## src/rtl/nvsram_host_pkg.sv

```systemverilog
// constants for the host-side controller of the non-volatile static memory
package nvsram_host_pkg;
  localparam int ADDR_W = 11;
  localparam int DATA_W = 8;
  localparam int CLK_MHZ = 40;
  localparam int CLK_PERIOD_NS = 25;
  // timing figures in ns, store time in ms, device speed grade assumed 45 ns
  localparam int ADDRESS_ACCESS_DELAY_NS = 45;
  localparam int SELECT_ACCESS_DELAY_NS = 45;
  localparam int OUTPUT_ENABLE_ACCESS_DELAY_NS = 20;
  localparam int DATA_SETUP_INTERVAL_NS = 30;
  localparam int WRITE_TO_HIGHZ_DELAY_NS = 20;
  localparam int STORE_REQUEST_DELAY_NS = 25000;
  localparam int STORE_TIME_MS = 10;
  // cycle counts, least times rounded up
  localparam int READ_WAIT_CYC =
    (((SELECT_ACCESS_DELAY_NS > OUTPUT_ENABLE_ACCESS_DELAY_NS) ?
      SELECT_ACCESS_DELAY_NS : OUTPUT_ENABLE_ACCESS_DELAY_NS)
     + CLK_PERIOD_NS - 1) / CLK_PERIOD_NS;
  localparam int WRITE_WAIT_CYC =
    (DATA_SETUP_INTERVAL_NS + WRITE_TO_HIGHZ_DELAY_NS + CLK_PERIOD_NS - 1) / CLK_PERIOD_NS;
  localparam int STORE_REQ_CYC = (STORE_REQUEST_DELAY_NS + CLK_PERIOD_NS - 1) / CLK_PERIOD_NS;
  localparam int STORE_TIME_CYC = STORE_TIME_MS * CLK_MHZ * 1000;
  localparam int CNT_W = 20;
  typedef enum logic [2:0] {
    ST_IDLE  = 3'b000,
    ST_READ  = 3'b001,
    ST_WRITE = 3'b010,
    ST_GAP   = 3'b011,
    ST_REQ   = 3'b100,
    ST_BUSY  = 3'b101
  } host_state_e;
endpackage : nvsram_host_pkg

```

## src/rtl/nvsram_host.sv

```systemverilog
// host controller that drives the asynchronous non-volatile static memory pins
`timescale 1ns/100ps
`default_nettype none
module nvsram_host
  import nvsram_host_pkg::*;
(
  // clock and reset
  input wire logic sys_clk,
  input wire logic rst_n,
  // user requests
  input wire logic req_valid,
  input wire logic req_write,
  input wire logic [ADDR_W-1:0] req_addr,
  input wire logic [DATA_W-1:0] req_wdata,
  output logic req_ready,
  output logic rsp_valid,
  output logic [DATA_W-1:0] rsp_rdata,
  input wire logic store_req,
  output logic store_active,
  // memory pins
  output logic select_n,
  output logic write_n,
  output logic out_en_n,
  output logic [ADDR_W-1:0] byte_address,
  input wire logic [DATA_W-1:0] data_bus_in,
  output logic [DATA_W-1:0] data_bus_out,
  output logic data_bus_oe,
  input wire logic store_busy_n_in,
  output logic store_busy_n_out,
  output logic store_busy_n_oe
);
  host_state_e state_q;
  logic tmr_load;
  logic [CNT_W-1:0] tmr_count;
  logic tmr_done;
  logic tmr_running;
  logic busy_seen_q;

  function automatic logic [CNT_W-1:0] cyc(input int n);
    cyc = (n < 1) ? {{(CNT_W-1){1'b0}}, 1'b1} : CNT_W'(n);
  endfunction : cyc

  nvsram_wait_timer u_timer (
    .sys_clk(sys_clk),
    .rst_n(rst_n),
    .load(tmr_load),
    .count(tmr_count),
    .done(tmr_done),
    .running(tmr_running)
  );

  // timer loads on every state entry that waits
  always_comb begin
    tmr_load = 1'b0;
    tmr_count = '0;
    case (state_q)
      ST_IDLE: begin
        if (store_req) begin
          tmr_load = 1'b1;
          tmr_count = cyc(STORE_REQ_CYC);
        end else if (req_valid && store_busy_n_in) begin
          tmr_load = 1'b1;
          tmr_count = req_write ? cyc(WRITE_WAIT_CYC) : cyc(READ_WAIT_CYC);
        end
      end
      ST_REQ: begin
        if (tmr_done) begin
          tmr_load = 1'b1;
          tmr_count = cyc(STORE_TIME_CYC);
        end
      end
      default: begin
        tmr_load = 1'b0;
      end
    endcase
  end

  always_ff @(posedge sys_clk) begin
    if (!rst_n) begin
      state_q <= ST_IDLE;
    end else begin
      case (state_q)
        ST_IDLE: begin
          if (store_req) begin
            state_q <= ST_REQ;
          end else if (req_valid && store_busy_n_in) begin
            state_q <= req_write ? ST_WRITE : ST_READ;
          end
        end
        ST_READ: begin
          if (tmr_done || !store_busy_n_in) begin
            state_q <= ST_GAP;
          end
        end
        ST_WRITE: begin
          if (tmr_done) begin
            state_q <= ST_GAP;
          end
        end
        ST_GAP: begin
          state_q <= ST_IDLE;
        end
        ST_REQ: begin
          if (tmr_done) begin
            state_q <= ST_BUSY;
          end
        end
        ST_BUSY: begin
          if (!tmr_running && !tmr_load && store_busy_n_in) begin
            state_q <= ST_IDLE;
          end
        end
        default: begin
          state_q <= ST_IDLE;
        end
      endcase
    end
  end

  // pin drive: strobes and address straight from flip-flops
  always_ff @(posedge sys_clk) begin
    if (!rst_n) begin
      select_n <= 1'b1;
      write_n <= 1'b1;
      out_en_n <= 1'b1;
      byte_address <= '0;
      data_bus_out <= '0;
      data_bus_oe <= 1'b0;
    end else if (state_q == ST_IDLE && !store_req && req_valid && store_busy_n_in) begin
      select_n <= 1'b0;
      byte_address <= req_addr;
      write_n <= ~req_write;
      out_en_n <= req_write;
      data_bus_out <= req_wdata;
      data_bus_oe <= req_write;
    end else if ((state_q == ST_READ && (tmr_done || !store_busy_n_in)) ||
                 (state_q == ST_WRITE && tmr_done)) begin
      select_n <= 1'b1;
      write_n <= 1'b1;
      out_en_n <= 1'b1;
    end else if (state_q == ST_GAP) begin
      data_bus_oe <= 1'b0;
    end
  end

  // store request drive and busy tracking
  always_ff @(posedge sys_clk) begin
    if (!rst_n) begin
      store_busy_n_out <= 1'b0;
      store_busy_n_oe <= 1'b0;
      busy_seen_q <= 1'b0;
    end else begin
      store_busy_n_out <= 1'b0;
      if (state_q == ST_IDLE && store_req) begin
        store_busy_n_oe <= 1'b1;
      end else if (state_q == ST_REQ && tmr_done) begin
        store_busy_n_oe <= 1'b0;
      end
      busy_seen_q <= !store_busy_n_in;
    end
  end

  // user answers
  always_ff @(posedge sys_clk) begin
    if (!rst_n) begin
      rsp_valid <= 1'b0;
      rsp_rdata <= '0;
      req_ready <= 1'b0;
      store_active <= 1'b0;
    end else begin
      rsp_valid <= (state_q == ST_READ && tmr_done && store_busy_n_in) ||
                   (state_q == ST_WRITE && tmr_done);
      if (state_q == ST_READ && tmr_done) begin
        rsp_rdata <= data_bus_in;
      end
      req_ready <= (state_q == ST_IDLE && !store_req && req_valid && store_busy_n_in);
      store_active <= (state_q == ST_REQ) || (state_q == ST_BUSY) || busy_seen_q;
    end
  end

  a_read_strobes: assert property (@(posedge sys_clk) disable iff (!rst_n)
    (state_q == ST_READ) |-> (!select_n && !out_en_n && write_n))
    else $error("read strobes wrong");
  a_write_strobes: assert property (@(posedge sys_clk) disable iff (!rst_n)
    (state_q == ST_WRITE) |-> (!select_n && !write_n && out_en_n && data_bus_oe))
    else $error("write strobes wrong");
  a_write_addr_stable: assert property (@(posedge sys_clk) disable iff (!rst_n)
    (!write_n && $past(!write_n)) |-> $stable(byte_address))
    else $error("address moved in write");
  a_write_data_stable: assert property (@(posedge sys_clk) disable iff (!rst_n)
    (!write_n && $past(!write_n)) |-> $stable(data_bus_out))
    else $error("data moved in write");
  a_no_contention: assert property (@(posedge sys_clk) disable iff (!rst_n)
    data_bus_oe |-> out_en_n)
    else $error("bus contention");
  a_access_idle_busy: assert property (@(posedge sys_clk) disable iff (!rst_n)
    (state_q == ST_BUSY) |-> (select_n && write_n))
    else $error("access during store");
  a_store_pull: assert property (@(posedge sys_clk) disable iff (!rst_n)
    (state_q == ST_IDLE && store_req) |=> (store_busy_n_oe && !store_busy_n_out))
    else $error("store request not driven");
  a_select_deassert: assert property (@(posedge sys_clk) disable iff (!rst_n)
    (state_q == ST_GAP) |-> select_n)
    else $error("select not released");
  c_read: cover property (@(posedge sys_clk) disable iff (!rst_n) rsp_valid && write_n);
  c_write: cover property (@(posedge sys_clk) disable iff (!rst_n) state_q == ST_WRITE);
  c_store: cover property (@(posedge sys_clk) disable iff (!rst_n) state_q == ST_BUSY);
endmodule : nvsram_host
`default_nettype wire

```

## src/rtl/nvsram_wait_timer.sv

```systemverilog
// down-counting wait timer that pulses done when a loaded count runs out
`timescale 1ns/100ps
`default_nettype none
module nvsram_wait_timer
  import nvsram_host_pkg::*;
(
  // clock and reset
  input wire logic sys_clk,
  input wire logic rst_n,
  // control
  input wire logic load,
  input wire logic [CNT_W-1:0] count,
  output logic done,
  output logic running
);
  logic [CNT_W-1:0] cnt_q;

  always_ff @(posedge sys_clk) begin
    if (!rst_n) begin
      cnt_q <= '0;
      done <= 1'b0;
    end else if (load) begin
      cnt_q <= count;
      done <= 1'b0;
    end else if (cnt_q != '0) begin
      cnt_q <= cnt_q - 1'b1;
      done <= (cnt_q == {{(CNT_W-1){1'b0}}, 1'b1});
    end else begin
      done <= 1'b0;
    end
  end

  assign running = (cnt_q != '0);
endmodule : nvsram_wait_timer
`default_nettype wire

```

## config.mk

```make
export PLATFORM = sky130hd
export DESIGN_NAME = nvsram_host
export DESIGN_NICKNAME = d
export VERILOG_FILES = /design/src/rtl/nvsram_host_pkg.sv /design/src/rtl/nvsram_host.sv /design/src/rtl/nvsram_wait_timer.sv
export SDC_FILE = /design/constraint.sdc
export NUM_CORES = 1
export LEC_CHECK = 0
export ABC_AREA = 1
export BUFFER_PORTS_ARGS = -buffer_cell sky130_fd_sc_hd__buf_2
export CAP_MARGIN = 20
export CORE_AREA = 5 5 80 82
export DETAILED_ROUTE_END_ITERATION = 16
export DIE_AREA = 0 0 85 87
export GPL_ROUTABILITY_DRIVEN = 0
export PLACE_DENSITY = 0.75
export SLEW_MARGIN = 20
export SYNTH_ARGS = -nofsm -noshare
export SYNTH_HDL_FRONTEND = slang
export SYNTH_SLANG_ARGS = --single-unit
```

## constraint.sdc

```tcl
create_clock -name sys_clk -period 1.7 [get_ports sys_clk]
set_clock_uncertainty 0.1 [all_clocks]
set_input_delay 0.425 -clock sys_clk [delete_from_list [all_inputs] [get_ports sys_clk]]
set_output_delay 0.425 -clock sys_clk [all_outputs]
set_load 0.01 [all_outputs]
```

==> impl_metrics.json <==
{
  "fin_crit_sh_pct": 94.8,
  "firstDrtPassIters": 4,
  "ys_ff_latch": 60,
  "dieArea_um2": 7400,
  "cp-start-kind": "flip-flop",
  "required_ns": 1.84,
  "setup_viol": 0,
  "clk_latency_ns": 0.34,
  "ys_seq_area_share_pct": 41.8,
  "n_antenna_cell": 0,
  "drive_gt1_share_pct": 35.6,
  "end_kind": "flip-flop",
  "start_util_pct": 50.7,
  "dpl.hpwl_um": 5110,
  "multi_input_area_um2": 1530,
  "syn_inst": 379,
  "layout_common_cells": "81 x nor2_1, 67 x buf_2, 54 x dfxtp_1",
  "fin_nets": 500,
  "cap_viol_max_count": 0,
  "clk_pin_slew_worst_paths_ns": 0.07,
  "vias_per_cell": 5.00,
  "port_buffers": 67,
  "syn-cell-area_um2": 2880,
  "drc": 0,
  "wl_um": 7070,
  "grt_antenna_before_repair": 0,
  "core-area_um2": 5680,
  "pwr_density_cell_nw_per_um2": 1840,
  "num_rows": 28,
  "criticalPathCategory": "flip-flop to flip-flop",
  "synth_area_leaders": "dfxtp_1 42%, nor2_1 11%, o21ai_0 5.7%, nand2_1 5.4%, inv_1 4.7%",
  "die_w_um": 85,
  "die_h_um": 87,
  "design_area_um2": 3670,
  "cts_sinks": 60,
  "yosys_warnings": 0,
  "yosys.area.top_type_share_pct": 41.8,
  "gr-total-overflow": 0,
  "grt_usage_pct": 19.3,
  "slew_violations": 0,
  "hold_path.class": "input port to flip-flop",
  "crit_path_max_fanout": 5,
  "vias": 2719,
  "grt_max_degree": 34,
  "p_leak_uw": 0.00173,
  "synth_top_area_cell": "dfxtp_1",
  "cts_made_buffers": 9,
  "final_common_cell": "nor2_1",
  "regArea_um2": 1210,
  "ys_types": 37,
  "grt_pass1_vias": 2566,
  "hold_viol": 0,
  "grt_pass1_wl_um": 11400,
  "antenna_left": 0,
  "place_area_um2": 3330,
  "ios": 69,
  "root_buffer": "clkbuf_8",
  "arrival_ns": 1.75,
  "clock_path_buffers": 2,
  "synthToLayoutAreaGrowth_pct": 27.8,
  "ir_worst_vdd_mv": 0.984,
  "cts_tree": "done",
  "p_total_uw": 6770,
  "fmax_mhz": 620,
  "synth_fp_nets": 415,
  "layout_min_cycle_time_ns": 1.61,
  "drtIter0Drc": 187,
  "synth_area_per_cell_um2": 7.59,
  "cts.htree.levels": 3,
  "wire_per_inst_um": 13.0,
  "fillers": 508,
  "status": "completed"
}
## critical path: stages, from the launching register on
cell and delay (ns):
dfxtp_1 0.36, nor2_4 0.15, nand2_4 0.09, nor2_8 0.16, nand2_2 0.10, nor2_4 0.19, nand3_2 0.09, nand2_2 0.08
nand3_1 0.07, nand2_1 0.07, nor2_1 0.04
## synth_stat cells, drive strengths merged
master / instances
nor2: 103
dfxtp: 60
nand2: 53
inv: 40
o21ai: 38
a21oi: 22
nand3: 20
nor3: 7
nand4: 6
buf: 5
clkbuf: 5
ha: 3
nor4: 3
xor2: 3
a31o: 2
a31oi: 2
a211oi: 1
and3: 1
clkinv: 1
conb: 1
o21a: 1
o311ai: 1
xnor2: 1
## kinds of logic after synthesis
group                      Yosys count  share of synthesized area [%]
AOI/OAI and AO/OA                   67                           13.4
and+or+nand+nor                    193                           35.1
adders and majority gates            3                           1.31
DFF                                 60                           41.8
xor gates and xnor gates             4                           1.22
other                                1                          0.130
buffers and inverters               51                           7.14
## sequential cells by signal (all words and copies together) (netlist names), 3 cells and up
signal	count
byte_address	11
data_bus_out	8
rsp_rdata	8
state_q	3
u_timer.cnt_q	20
## what timing repair did
item,in CTS,in global routing
endpoints found under the setup margin,0,37
gates resized for setup,0,25
buffers inserted,0,7
hold buffers,0,0
## path summary, 6_finish.rpt
| check | startpoint | to | slack [ns] | cells after the start |
|---|---|---|---|---|
| worst max-delay path | u_timer.cnt_q[8]$_SDFFE_PN0P_ | state_q[2]$_SDFFE_PN0P_ | 0.09 | 10 |
| worst min-delay path | data_bus_in[5] | rsp_rdata[5]$_SDFFE_PN0P_ | 0.20 | 3 |
| worst max register to register | u_timer.cnt_q[8]$_SDFFE_PN0P_ | state_q[2]$_SDFFE_PN0P_ | 0.09 | 10 |
| worst min register to register | busy_seen_q$_SDFF_PN0_ | store_active$_SDFF_PN0_ | 0.36 | 2 |
## where the power goes
group	switching (uW)	total (uW)	internal [uW]
logic	2050	3330	1280
registers	288	2000	1710
clock network	604	1440	832
## metal layers
metal | GRT usage, % | vias to the layer above | wire, um
met3 | 6.05 | 19 | 329
met4 | 8.20 | 0 | 202
met2 | 32.9 | 60 | 3560
li1 | - | 1389 | -
met5 | 0 | - | 0
met1 | 22.4 | 1251 | 2980
## area by class of cell
class,instances,share of cell area [%]
multi-input cells,268,41.6
flip-flops and latches,60,32.9
repair buffers,84,12.7
inverters,41,4.19
clock buffers,9,3.37
clock inverters,7,2.66
well taps,75,2.55
## metrics by stage
stage / worst slack (ns) / setup TNS (ns) / hold WS [ns] / instances / util, %
3_5_place_dp: 0.0604 / 0 / 0.342 / 521 / 58.6
5_1_grt: -0.0249 / -0.0327 / 0.193 / 544 / 64.7
4_1_cts: 0.0410 / 0 / 0.191 / 537 / 62.5
6_report: 0.0881 / 0 / 0.198 / 544 / 64.7
2_1_floorplan: 0.239 / 0 / 0.313 / 379 / -
3_3_place_gp: 0.110 / 0 / 0.326 / 521 / 58.6
(Power assumes the default switching activity.)
